<file path="src/include/spp_map.svh">
`ifndef SPP_MAP_SVH
`define SPP_MAP_SVH

// Byte offsets on the register bus
`define SPP_OFF_DATA      12'h000
`define SPP_OFF_DIR       12'h004
`define SPP_OFF_PULLUP    12'h008
`define SPP_OFF_CTRL      12'h00c

// Field positions
`define SPP_PIN_COUNT     6
`define SPP_INONLY_BIT    2
`define SPP_XOUT_BIT      4
`define SPP_WAKE_BIT      6
`define SPP_XOUT_EN_BIT   7

// Reset values
`define SPP_DIR_RST       6'h00
`define SPP_PULLUP_RST    6'h00
`define SPP_XOUT_EN_RST   1'b0

`endif

</file>
<file path="src/include/spp_pkg.sv">
package spp_pkg;
    typedef enum logic [1:0] {
        SPP_OSC_INTERNAL,
        SPP_OSC_EXTCLK,
        SPP_OSC_RC,
        SPP_OSC_XTAL
    } spp_osc_opt_t;

    typedef enum {
        SPP_IDLE,
        SPP_ACCESS
    } spp_bus_state_t;
endpackage

</file>
<file path="src/include/spp_pin_if.sv">
`timescale 1ns/10ps
interface spp_pin_if;
    logic latchBit;
    logic dirBit;
    logic pullBit;
    logic pinIn;
    logic ownOverride;
    logic ownOut;
    logic ownOe;
    logic pinOut;
    logic pinOe;
    logic pullOn;
    logic readBit;

    modport port (input latchBit, dirBit, pullBit, pinIn, ownOverride, ownOut, ownOe,
                  output pinOut, pinOe, pullOn, readBit);
    modport top  (output latchBit, dirBit, pullBit, pinIn, ownOverride, ownOut, ownOe,
                  input pinOut, pinOe, pullOn, readBit);
endinterface

</file>
<file path="src/rtl/spp_apb_slave.sv">
`timescale 1ns/10ps
`include "spp_map.svh"
module spp_apb_slave (
    input  wire logic        core_clk,   // Bus clock
    input  wire logic        nrst,       // Sync reset, active low
    input  wire logic        clkEn,      // Freezes state when low
    input  wire logic        psel,       // APB select
    input  wire logic        penable,    // APB enable
    input  wire logic        pwrite,     // APB direction
    input  wire logic [11:0] paddr,      // APB byte address
    output logic             pready,     // APB ready
    output logic             pslverr,    // Unmapped address
    output logic             wrStb,      // Write strobe, one cycle
    output logic             rdStb,      // Read strobe, one cycle
    output logic             hit         // Address maps to a register
);
    spp_pkg::spp_bus_state_t state_reg, state_next;

    always_comb begin
        hit = (paddr == `SPP_OFF_DATA) || (paddr == `SPP_OFF_DIR)
           || (paddr == `SPP_OFF_PULLUP) || (paddr == `SPP_OFF_CTRL);
        pready  = psel && penable && clkEn;
        pslverr = pready && !hit;
        wrStb   = pready && pwrite && hit;
        rdStb   = pready && !pwrite;
        case (state_reg)
            spp_pkg::SPP_IDLE:   state_next = (psel && !penable) ? spp_pkg::SPP_ACCESS
                                                                 : spp_pkg::SPP_IDLE;
            spp_pkg::SPP_ACCESS: state_next = pready ? spp_pkg::SPP_IDLE : spp_pkg::SPP_ACCESS;
            default:             state_next = spp_pkg::SPP_IDLE;
        endcase
    end

    always_ff @(posedge core_clk) begin
        if (!nrst) begin
            state_reg <= spp_pkg::SPP_IDLE;
        end else if (clkEn) begin
            state_reg <= state_next;
        end
    end
endmodule

</file>
<file path="src/rtl/spp_pin_cell.sv">
`timescale 1ns/10ps
module spp_pin_cell #(
    parameter bit INPUT_ONLY = 1'b0
) (
    spp_pin_if.port pin     // One port pin
);
    logic gpioOut;

    always_comb begin
        gpioOut = pin.dirBit && !INPUT_ONLY;                    // [RULE2] [RULE16]
        if (pin.ownOverride) begin
            pin.pinOe  = pin.ownOe;                             // [RULE17]
            pin.pinOut = pin.ownOut;
            pin.pullOn = 1'b0;
        end else begin
            pin.pinOe  = gpioOut;
            pin.pinOut = pin.latchBit;
            pin.pullOn = pin.pullBit && !pin.dirBit;            // [RULE7] [RULE8] [RULE9]
        end
        // Output direction reads latch, input reads pin
        pin.readBit = gpioOut ? pin.latchBit : pin.pinIn;       // [RULE4] [RULE5]
    end
endmodule

</file>
<file path="src/rtl/spp_port.sv">
//Behaviour
//RULE1: Six-bit data latch, one bit per pin, untouched by reset.
//RULE2: Direction bit 1 enables the pin driver, 0 disables it.
//RULE3: Reset clears all six direction bits; pins start as inputs.
//RULE4: Direction 1: data read returns the latched value.
//RULE5: Direction 0: data read returns the sampled pin level.
//RULE6: Data writes always update the latch, whatever the direction.
//RULE7: Pull-up on only when pull-up enable is 1 and direction is 0.
//RULE8: Output direction disconnects the pull-up at once.
//RULE9: Pull-up enable 0 keeps the pull-up off.
//RULE10: Bit 2 reads 0 while the external interrupt owns it.
//RULE11: Bit 2 reads the pin level when the external interrupt is off.
//RULE12: Data register bit 6 mirrors the wakeup request latch, read only.
//RULE13: No seventh pin; no direction or pull-up bit for bit 6.
//RULE14: Internal/RC option with enable 1 drives quad bus clock on pin 4.
//RULE15: Crystal output enable ignored with crystal or external clock option.
//RULE16: Input-only pin 2 never gets a driver.
//RULE17: Shared function owning a pin overrides port driver and direction.
//RULE18: Software writes the latch before turning a pin to output.
//
// Local design decisions: the placing of the registers and the APB register port.
`timescale 1ns/10ps
`include "spp_map.svh"
module spp_port (
    input  wire logic        core_clk,       // Bus clock, 125 MHz
    input  wire logic        nrst,           // Sync reset, active low
    input  wire logic        clkEn,          // Freezes all state when low
    input  wire logic        psel,           // APB select
    input  wire logic        penable,        // APB enable
    input  wire logic        pwrite,         // APB direction
    input  wire logic [11:0] paddr,          // APB byte address
    input  wire logic [31:0] pwdata,         // APB write data
    input  wire logic [3:0]  pstrb,          // APB byte strobes
    output logic      [31:0] prdata,         // APB read data
    output logic             pready,         // APB ready
    output logic             pslverr,        // APB error on unmapped address
    input  wire logic [5:0]  pinIn,          // Pin levels, synchronous
    output logic      [5:0]  pinOut,         // Pin output values
    output logic      [5:0]  pinOe,          // Pin output enables
    output logic      [5:0]  pullupOn,       // Pull-up connect per pin
    input  wire logic        wakeupLatch,    // Wakeup request latch
    input  wire logic        extIntEnable,   // External interrupt owns pin 2
    input  wire logic [1:0]  oscOption,      // Oscillator option
    input  wire logic        quadBusClk,     // Quad bus clock
    input  wire logic        resetPinEnable, // Reset function owns pin 3
    input  wire logic        osc1PinOwned    // Oscillator input owns pin 5
);
    // ==========================================================
    // Register state
    // ==========================================================
    logic [5:0]  dataLatch_reg, dataLatch_next;
    logic [5:0]  dir_reg, dir_next;
    logic [5:0]  pullEn_reg, pullEn_next;
    logic        xoutEn_reg, xoutEn_next;
    logic [31:0] prdata_reg, prdata_next;
    logic        wrStb, rdStb, hit;
    logic [5:0]  readBits;
    logic [5:0]  ownOverride, ownOut, ownOe;
    logic        xtalOpt, clkOutActive;
    logic [7:0]  dataView;

    spp_apb_slave u_bus (
        .core_clk (core_clk),
        .nrst     (nrst),
        .clkEn    (clkEn),
        .psel     (psel),
        .penable  (penable),
        .pwrite   (pwrite),
        .paddr    (paddr),
        .pready   (pready),
        .pslverr  (pslverr),
        .wrStb    (wrStb),
        .rdStb    (rdStb),
        .hit      (hit)
    );

    // ==========================================================
    // Shared pin ownership
    // ==========================================================
    always_comb begin
        xtalOpt = (oscOption == spp_pkg::SPP_OSC_XTAL);
        // Enable is honoured only for internal or RC clocking
        clkOutActive = xoutEn_reg && ((oscOption == spp_pkg::SPP_OSC_INTERNAL)
                                   || (oscOption == spp_pkg::SPP_OSC_RC));   // [RULE14] [RULE15]
        ownOverride = 6'h00;
        ownOut      = 6'h00;
        ownOe       = 6'h00;
        ownOverride[`SPP_XOUT_BIT] = clkOutActive || xtalOpt;                // [RULE17]
        ownOut[`SPP_XOUT_BIT]      = clkOutActive ? quadBusClk : 1'b0;       // [RULE14]
        // Crystal amplifier drives this pin outside the port
        ownOe[`SPP_XOUT_BIT]       = clkOutActive;                           // [RULE15]
        ownOverride[3] = resetPinEnable;                                      // [RULE17]
        ownOverride[5] = osc1PinOwned || xtalOpt
                      || (oscOption == spp_pkg::SPP_OSC_EXTCLK)
                      || (oscOption == spp_pkg::SPP_OSC_RC);                 // [RULE17]
        ownOverride[`SPP_INONLY_BIT] = extIntEnable;                          // [RULE17]
    end

    // ==========================================================
    // Pin cells
    // ==========================================================
    genvar gi;
    generate
        for (gi = 0; gi < `SPP_PIN_COUNT; gi++) begin : g_pin
            spp_pin_if pif ();
            assign pif.latchBit    = dataLatch_reg[gi];
            assign pif.dirBit      = dir_reg[gi];
            assign pif.pullBit     = pullEn_reg[gi];
            assign pif.pinIn       = pinIn[gi];
            assign pif.ownOverride = ownOverride[gi];
            assign pif.ownOut      = ownOut[gi];
            assign pif.ownOe       = ownOe[gi];
            spp_pin_cell #(
                .INPUT_ONLY (gi == `SPP_INONLY_BIT)
            ) u_cell (
                .pin (pif.port)
            );
            assign pinOut[gi]   = pif.pinOut;
            assign pinOe[gi]    = pif.pinOe;
            assign pullupOn[gi] = pif.pullOn;
            assign readBits[gi] = pif.readBit;
        end
    endgenerate

    // ==========================================================
    // Register file
    // ==========================================================
    always_comb begin
        dataView = {1'b0, wakeupLatch, readBits};                             // [RULE12]
        // Interrupt owns pin 2: read as zero, else real level
        dataView[`SPP_INONLY_BIT] = extIntEnable ? 1'b0
                                                 : pinIn[`SPP_INONLY_BIT];    // [RULE10] [RULE11]
        dataLatch_next = dataLatch_reg;
        dir_next       = dir_reg;
        pullEn_next    = pullEn_reg;
        xoutEn_next    = xoutEn_reg;
        prdata_next    = prdata_reg;
        if (wrStb && pstrb[0]) begin
            case (paddr)
                `SPP_OFF_DATA:   dataLatch_next = pwdata[5:0];                // [RULE6] [RULE13]
                `SPP_OFF_DIR:    dir_next       = pwdata[5:0];                // [RULE2] [RULE13]
                `SPP_OFF_PULLUP: begin
                    pullEn_next = pwdata[5:0];
                    xoutEn_next = pwdata[`SPP_XOUT_EN_BIT];
                end
                default:         dataLatch_next = dataLatch_reg;
            endcase
        end
        if (rdStb) begin
            case (paddr)
                `SPP_OFF_DATA:   prdata_next = {24'h000000, dataView};        // [RULE4] [RULE5]
                `SPP_OFF_DIR:    prdata_next = {26'h0000000, dir_reg};
                `SPP_OFF_PULLUP: prdata_next = {24'h000000, xoutEn_reg, 1'b0, pullEn_reg};
                `SPP_OFF_CTRL:   prdata_next = {28'h0000000, extIntEnable, 1'b0, oscOption};
                default:         prdata_next = 32'h00000000;
            endcase
        end
    end

    // Read data must be valid in the pready cycle, so drive it combinationally
    always_comb begin
        prdata = 32'h00000000;
        if (rdStb && hit) begin
            prdata = prdata_next;
        end
    end

    // Latch has no reset: its contents survive system reset
    always_ff @(posedge core_clk) begin
        if (clkEn) begin
            dataLatch_reg <= dataLatch_next;                                  // [RULE1]
            prdata_reg    <= prdata_next;
        end
    end

    always_ff @(posedge core_clk) begin
        if (!nrst) begin
            dir_reg    <= `SPP_DIR_RST;                                       // [RULE3]
            pullEn_reg <= `SPP_PULLUP_RST;
            xoutEn_reg <= `SPP_XOUT_EN_RST;
        end else if (clkEn) begin
            dir_reg    <= dir_next;
            pullEn_reg <= pullEn_next;
            xoutEn_reg <= xoutEn_next;
        end
    end
endmodule
</file>
<file path="config.mk">
export PLATFORM = sky130hd
export DESIGN_NAME = spp_port
export DESIGN_NICKNAME = d
export VERILOG_FILES = /design/src/include/spp_pkg.sv /design/src/include/spp_pin_if.sv /design/src/rtl/spp_apb_slave.sv /design/src/rtl/spp_pin_cell.sv /design/src/rtl/spp_port.sv
export VERILOG_INCLUDE_DIRS = /design/src /design/src/include
export SDC_FILE = /design/constraint.sdc
export NUM_CORES = 1
export LEC_CHECK = 0
export ABC_CLOCK_PERIOD_IN_PS = 4100
export BUFFER_PORTS_ARGS = -buffer_cell sky130_fd_sc_hd__buf_2
export CORE_AREA = 3 3 67 69
export DETAILED_ROUTE_END_ITERATION = 16
export DIE_AREA = 0 0 70 72
export PLACE_DENSITY_LB_ADDON = 0.3
export SYNTH_ARGS = -nofsm -noshare
export SYNTH_HDL_FRONTEND = slang
export SYNTH_SLANG_ARGS = --single-unit
</file>
<file path="constraint.sdc">
create_clock -name core_clk -period 4.1 [get_ports core_clk]
set_input_delay 1.23 -clock core_clk [delete_from_list [all_inputs] [get_ports core_clk]]
set_output_delay 1.23 -clock core_clk [all_outputs]
set_load 0.02 [all_outputs]
</file>
**Word level (Yosys, flattened, before mapping)**

Index checks and enable logic that the tools add are counted.

- Input bits: 67
- Flip-flop bits (word level): 51
- Word-level logic and storage cells: 68

- Mux-type cells: 21
- Equality and inequality tests: 6
- Reduce and logical (&&, ||, !) cells: 36

Operators by type and width:

| operator | number |
|---|---|
| $mux 32 | 2 |
| $pmux 8 s4 | 1 |
| $eq 12x4->1 const B | 2 |
| $mux 1 | 18 |
| $logic_and 1x1->1 | 15 |
| $eq 12x3->1 const B | 1 |
| $logic_not 12->1 | 1 |
| $reduce_and 3->1 | 3 |
| $logic_not 1->1 | 8 |
| $logic_or 1x1->1 | 8 |
| $eq 2x2->1 const B | 2 |
| $eq 2x1->1 const B | 1 |
| $logic_not 2->1 | 1 |

**Logic depth before layout (Yosys ltp)**

Gate-level depths: netlist of the first run.

- Word-level depth: 7
- Mapped depth: 5
- Depth with buffers taken out: 5

**Modules after synthesis**

Synthesis of the first run repeated with hierarchy kept, for this count alone.

- Cells, all modules: 176
- Area total of the unflattened synthesis: 1,717.9 µm²

Modules (own cells, without submodules):

| module | cells an instance | area an instance (µm²) | instances |
|---|---|---|---|
| spp_port | 142 | 1,401.3 | 1 |
| spp_pin_cell at g_pin[0].u_cell ... | 4 | 41.3 | 5 |
| spp_apb_slave | 10 | 72.6 | 1 |
| spp_pin_cell at g_pin[2].u_cell | 4 | 37.5 | 1 |

**Worst setup path after synthesis of the first run**

No wires, ideal clock.

- Path kind: input to output
- From: input paddr[7]
- To: output prdata[7]
- Arrival time: 2.684 ns
- Path slack: 0.186 ns
- Required time: 2.870 ns
- Stages on the path: 4
- Path buffers: 0
- Cells stage by stage: or4_4 > nor4_4 > and2_2 > and3_1

- Word-level cells in the longest chain between the ends: 6
- Elaborated cells between the ends (all ways): 11
- Those cells by class: 3 x eq/ne; 3 x mux; 5 x reduce/logical

RTL lines:

| element | line | source |
|---|---|---|
| start: declaration | spp_port.sv:31 | `input wire logic [11:0] paddr,` |
| branches (longest 5 deep; another with $mux 32) | - |  |
| $mux 32 * | spp_port.sv:163 | `if (rdStb && hit) begin` |
| end: declaration | spp_port.sv:34 | `output logic [31:0] prdata,` |

Mark *: on every way between the ends.

**Final worst setup path of the first run**

- From: input paddr[7]
- To: output prdata[0]

The elaborated chain is that of the path after synthesis.

==> results of run 1 <==
## cell families after synthesis
family,Yosys count,share of synthesized area
other,1,0.00261
flip-flops,19,0.306
AND/OR/NAND/NOR,65,0.270
AO/OA/AOI/OAI,16,0.0600
buffers and inverters,47,0.232
multiplexers,17,0.130
## worst max-delay path by stage
| stage | endpoint | slack [ns] | cells past startpoint |
|---|---|---|---|
| CTS | prdata[0] | 0.15 | 6 |
| detailed placement | prdata[0] | 0.15 | 6 |
| global route | prdata[0] | 0.06 | 6 |
| global placement | prdata[0] | 0.15 | 6 |
| floorplan | prdata[7] | 0.19 | 4 |
| finish | prdata[0] | 0.17 | 6 |
## Yosys cell counts, types with 3 or more instances
library cell | count | area share
o21ai_0 | 5 | 0.017
and3_1 | 3 | 0.013
or3b_2 | 4 | 0.024
buf_4 | 42 | 0.22
clkbuf_1 | 4 | 0.010
mux2_2 | 3 | 0.023
a21oi_1 | 9 | 0.031
edfxtp_1 | 6 | 0.13
nor2b_1 | 8 | 0.035
dfxtp_1 | 13 | 0.18
nand2_1 | 23 | 0.060
mux2i_1 | 13 | 0.090
nor2_1 | 10 | 0.026
## stage by stage
step,cell area (µm²),instances,hold slack [ns],setup slack (ns)
2_1_floorplan,1530,189,0.442,0.186
3_3_place_gp,1590,259,0.462,0.155
3_5_place_dp,1590,259,0.473,0.154
4_1_cts,1640,263,0.484,0.148
5_1_grt,1640,263,0.511,0.0648
6_report,1640,263,0.477,0.173
## power by group through the flow
| stage | registers, mW | logic [mW] | clock network [mW] |
|---|---|---|---|
| finish | 0.194 | 0.0682 | 0.127 |
| global route | 0.193 | 0.0750 | 0.145 |
| CTS | 0.193 | 0.0684 | 0.134 |
| detailed placement | 0.198 | 0.0681 | 0 |
| global placement | 0.198 | 0.0677 | 0 |
| floorplan | 0.198 | 0.0617 | 0 |
## area by class of cell
class	instances	area share
well taps	50	0.0381
clock inverters	1	0.00305
repair buffers	66	0.203
inverters	1	0.00229
clock buffers	3	0.0252
multi-input cells	123	0.460
flip-flops and latches	19	0.268
## per-layer routing
metal,up-vias,GRT usage
li1,593,-
met1,517,0.154
met2,55,0.204
met3,2,0.0388
met4,0,0.0383
met5,-,0
## critical path, cell delays in order
cell,delay [ns]
buf_2,0.10
or4_4,0.53
nor4_4,0.32
nand2_2,0.18
nor2_1,0.16
buf_2,0.18
==> metrics.csv, run 1 <==
stage;metric;value;unit
grt;grt_use_total;0.123;
grt;grt_pass1_wl;4960;µm
cts;cts_setup_buffers;0;
timing;finalSetupViolations;0;
place;placement.io_buffers;65;
hold_path;whs_path_depth;2;
floorplanning;die_area;5040;µm²
cts;clockBufferDepth;2;
cts;htreeDepth;1;
power_and_ir_drop;p_clk_frac;0.326;
floorplanning;die_h;72;µm
worst_setup_path;criticalPathCategory;in -> out;
flow_run;max_cap_violations;0;
power_and_ir_drop;seq_power_share;0.498;
final_layout;diodes;0;
grt;first_global_vias;1058;
cts;root_buffer;clkbuf_8;
floorplanning;ioPinCount;119;
route;top_layer;met4;
final_layout;drive_gt1_frac;0.408;
power_and_ir_drop;power_density;237;nW/µm²
grt;grt_overflow;0;
route;postRouteAntennaNets;0;
cts;numCtsBuffers;3;
synthesis;syn_area_per_cell;8.72;µm²
grt;grt_max_degree;21;
synthesis;ys_seq_area_frac;0.306;
worst_setup_path;r2r_end;dir_reg[3]$_SDFFE_PN0P_;
floorplanning;die_width;70;µm
cts;clk_latency;0.25;ns
power_and_ir_drop;leakagePower;0.878;nW
route;routedWlPerCell;12.1;µm
route;num_vias;1167;
place;dpl.hpwl;2550;µm
final_layout;post-route-util;0.413;
power_and_ir_drop;ir_worst_vdd;0.124;mV
final_layout;fillCellCount;427;
worst_setup_path;path_max_fanout;5;
power_and_ir_drop;switching_share;0.269;
power_and_ir_drop;combPwrFrac;0.176;
synthesis;ys_warn_count;0;
final_layout;final_cell_mix;65 x buf_2, 25 x conb_1, 23 x nand2_1;
route;vias_per_cell;4.44;
final_layout;final_common_cell;buf_2;
worst_setup_path;rr_startpoint;dir_reg[3]$_SDFFE_PN0P_;
route;drt_pre_antenna_iters;4;
synthesis;ys.flop_type;dfxtp_1;
route;wl_met1;1350;µm
route;drc_errors;0;
route;drtIter0Drc;25;
hold_path;holdPathEnd;pullEn_reg[1]$_SDFFE_PN0P_;
timing;rsz0062_at_grt;no;
worst_setup_path;critical_path.startpoint_type;primary input;
synthesis;syn-cell-area;1440;µm²
worst_setup_path;cp.arrival;2.70;ns
synthesis;synth_edf_count;6;
cts;cts_hold_buf;0;
power_and_ir_drop;fin_total_pwr;389;µW
synthesis;syn_inst;165;
synthesis;async_reset_ff_frac;0;
floorplanning;rows;23;
timing;fin_skew;0;ns
synthesis;ys_ff_latch;19;
timing;finalHoldViolCount;0;
grt;antenna_found_initial;0;
timing;fin_tns_setup;0;ns
route;wl_met3;319;µm
worst_setup_path;cp-end-kind;output pin;
power_and_ir_drop;switchingPower;104;µW
cts;cts_resized;0;
route;routed_wl;3180;µm
worst_setup_path;crit_start;paddr[7];
final_layout;num-nets-final;281;
cts;cts.sinks;19;
power_and_ir_drop;p_int;284;µW
worst_setup_path;crit_required;2.87;ns
timing;finalMaxSlewViolations;0;
timing;fin_crit;3.93;ns
route;met2_length;1500;µm
final_layout;multi_input_area;754;µm²
worst_setup_path;worst-r2r-cell-count;2;
final_layout;seqCellArea;440;µm²
final_layout;area_delta_synth_final;14.0;%
hold_path;min_from;pullEn_reg[1]$_SDFFE_PN0P_;
timing;period_share;0.958;
timing;timing.fmax;0.255;GHz
worst_setup_path;r2r_slack;3.44;ns
cts;cts.clk_slew.worst_paths;0.07;ns
floorplanning;start_util;0.362;
place;place.gp.congestion;0.715;
run_status;status;completed;
synthesis;ys_types;31;
floorplanning;core;3970;µm²
hold_path;hold_path_class;reg -> reg;
cts;cts_tree;built;
Note: power is estimated with default switching activity, not from simulation.
==> run 2: changes to the inputs <==
Settings changed: CORE_AREA 3 3 67 69 to 3 3 70 72, DIE_AREA 0 0 70 72 to 0 0 73 75, SYNTH_HIERARCHICAL from default to 1.
==> run 2 against run 1 <==
Cell count up 11%. Die area up 8.6%. Via count up 13%. Worst hold slack worse by 0.0019 ns. Core utilization up 4.3 points. Highest routed layer unchanged. Area after synthesis up 19%. Wire length up 13%. Setup slack better by 0.097 ns. Sequential power about the same. Global-route usage up 0.67 points.
==> metrics.csv, run 2 <==
stage;metric;value;unit;change
run_status;status;completed;;
timing;finalSetupViolations;0;;unchanged
floorplanning;start_util;0.393;;+0.0305
floorplanning;die_width;73;µm;+4.3%
route;drtIter0Drc;34;;+36%
hold_path;hold_path_class;reg -> reg;;
timing;fin_skew;0;ns;unchanged
worst_setup_path;crit_start;paddr[1];;
power_and_ir_drop;leakagePower;1.02;nW;+17%
final_layout;diodes;0;;unchanged
synthesis;syn_area_per_cell;9.77;µm²;+12%
grt;grt_overflow;0;;unchanged
cts;htreeDepth;1;;unchanged
worst_setup_path;critical_path.startpoint_type;primary input;;
route;drc_errors;0;;unchanged
timing;fin_tns_setup;0;ns;unchanged
worst_setup_path;worstSetupEndpoint;prdata[5];;
final_layout;area_delta_synth_final;16.1;%;
floorplanning;die_area;5480;µm²;+8.6%
route;routedWlPerCell;12.3;µm;+2.0%
worst_setup_path;r2r_slack;3.43;ns;about the same
synthesis;ys_warn_count;6;;+6
worst_setup_path;crit_required;2.87;ns;about the same
route;vias_per_cell;4.53;;+2.0%
final_layout;final_common_cell;buf_2;;
power_and_ir_drop;power_density;215;nW/µm²;-9.2%
place;placed_area;1930;µm²;+21%
place;placement.io_buffers;65;;unchanged
route;num_vias;1322;;+13%
timing;timing.fmax;0.261;GHz;+2.5%
cts;numCtsBuffers;3;;unchanged
floorplanning;die_h;75;µm;+4.2%
grt;grt_pass1_wl;5530;µm;+12%
floorplanning;core;4350;µm²;+9.6%
synthesis;syn_inst;175;;+6.1%
final_layout;num-nets-final;308;;+9.6%
cts;cts_hold_buf;0;;unchanged
worst_setup_path;path_max_fanout;8;;+3
cts;clockBufferDepth;2;;unchanged
timing;hold_ws;0.476;ns;-0.00194 ns
power_and_ir_drop;ir_worst_vdd;0.191;mV;+54%
worst_setup_path;rr_startpoint;dir_reg[1]$_SDFFE_PN0P_;;
final_layout;drive_gt1_frac;0.450;;+0.0415
worst_setup_path;cp-end-kind;output pin;;
grt;antenna_found_initial;0;;unchanged
place;dpl.hpwl;2940;µm;+15%
cts;root_buffer;clkbuf_8;;
final_layout;finalInstanceArea;1990;µm²;+21%
route;drt_pre_antenna_iters;4;;unchanged
worst_setup_path;worst-r2r-cell-count;2;;unchanged
route;postRouteAntennaNets;0;;unchanged
cts;cts.clk_slew.worst_paths;0.07;ns;about the same
flow_run;max_cap_violations;0;;unchanged
timing;finalHoldViolCount;0;;unchanged
cts;cts_resized;0;;unchanged
cts;cts_setup_buffers;0;;unchanged
worst_setup_path;criticalPathCategory;in -> out;;
timing;fin_crit;3.83;ns;-0.0965 ns
floorplanning;rows;24;;+4.3%
floorplanning;ioPinCount;119;;unchanged
final_layout;fillCellCount;457;;+7.0%
cts;cts.sinks;19;;unchanged
timing;finalMaxSlewViolations;0;;unchanged
cts;clk_latency;0.26;ns;about the same
grt;grt_use_total;0.130;;+0.00665
synthesis;syn-cell-area;1710;µm²;+19%
grt;first_global_vias;1182;;+12%
timing;rsz0062_at_grt;no;;
timing;period_share;0.934;;-0.0235
cts;cts_tree;built;;
place;place.gp.congestion;0.705;;-1.4%
worst_setup_path;r2r_end;dir_reg[1]$_SDFFE_PN0P_;;
worst_setup_path;cp.arrival;2.60;ns;-0.10 ns
final_layout;final_cell_mix;65 x buf_2, 40 x conb_1, 24 x nand2_1;;
route;routed_wl;3600;µm;+13%
grt;grt_max_degree;21;;unchanged
## run 2: how the worst min path moves through the flow
stage / start / endpoint / slack, ns / cells after the start
detailed placement: pullEn_reg[5]$_SDFFE_PN0P_ / pullEn_reg[5]$_SDFFE_PN0P_ / 0.47 / 2
global placement: pullEn_reg[0]$_SDFFE_PN0P_ / pullEn_reg[0]$_SDFFE_PN0P_ / 0.46 / 2
finish: pullEn_reg[4]$_SDFFE_PN0P_ / pullEn_reg[4]$_SDFFE_PN0P_ / 0.48 / 2
floorplan: pullEn_reg[4]$_SDFFE_PN0P_ / pullEn_reg[4]$_SDFFE_PN0P_ / 0.44 / 2
CTS: pullEn_reg[4]$_SDFFE_PN0P_ / pullEn_reg[4]$_SDFFE_PN0P_ / 0.48 / 2
global route: pullEn_reg[5]$_SDFFE_PN0P_ / pullEn_reg[5]$_SDFFE_PN0P_ / 0.50 / 2
## run 2: worst max-delay path, stage by stage
cell and delay [ns]:
buf_2 0.14, nor4_2 0.35, and3_2 0.25, clkinvlp_4 0.20, nor3_1 0.24, buf_2 0.19
## run 2: metal layers
| metal | vias to the layer above | global-route usage | share of wire | wire length (µm) |
|---|---|---|---|---|
| li1 | 676 | - | - | - |
| met1 | 600 | 0.168 | 0.44 | 1570 |
| met2 | 44 | 0.227 | 0.50 | 1810 |
| met3 | 2 | 0.0240 | 0.057 | 207 |
| met4 | 0 | 0.0246 | 0.0039 | 14 |
| met5 | - | 0 | 0 | 0 |
## run 2: per-stage QoR
step           power (mW)  instances  utilization  worst slack, ns
4_1_cts             0.431        292        0.455            0.175
3_3_place_gp        0.295        288        0.444            0.145
3_5_place_dp        0.296        288        0.444            0.175
2_1_floorplan       0.285        214            -            0.380
6_report            0.427        292        0.456            0.269
5_1_grt             0.449        292        0.456           0.0855
## run 2: final cells by class
cell class                      count  area [µm²]  area share
Multi-Input combinational cell    145        1060       0.534
Sequential cell                    19         440       0.222
Timing Repair Buffer               69         355       0.179
Tap cell                           52        65.1      0.0328
Clock buffer                        3        41.3      0.0208
Inverter                            3        15.0     0.00756
Clock inverter                      1        7.51     0.00378
## run 2: where the power goes
group | leakage (nW) | internal (mW) | switching [mW] | total, mW
logic | 0.845 | 0.0361 | 0.0619 | 0.0980
clock network | 0.0217 | 0.0684 | 0.0670 | 0.135
registers | 0.159 | 0.193 | 0.000000000909 | 0.193
total | 1.02 | 0.298 | 0.129 | 0.427
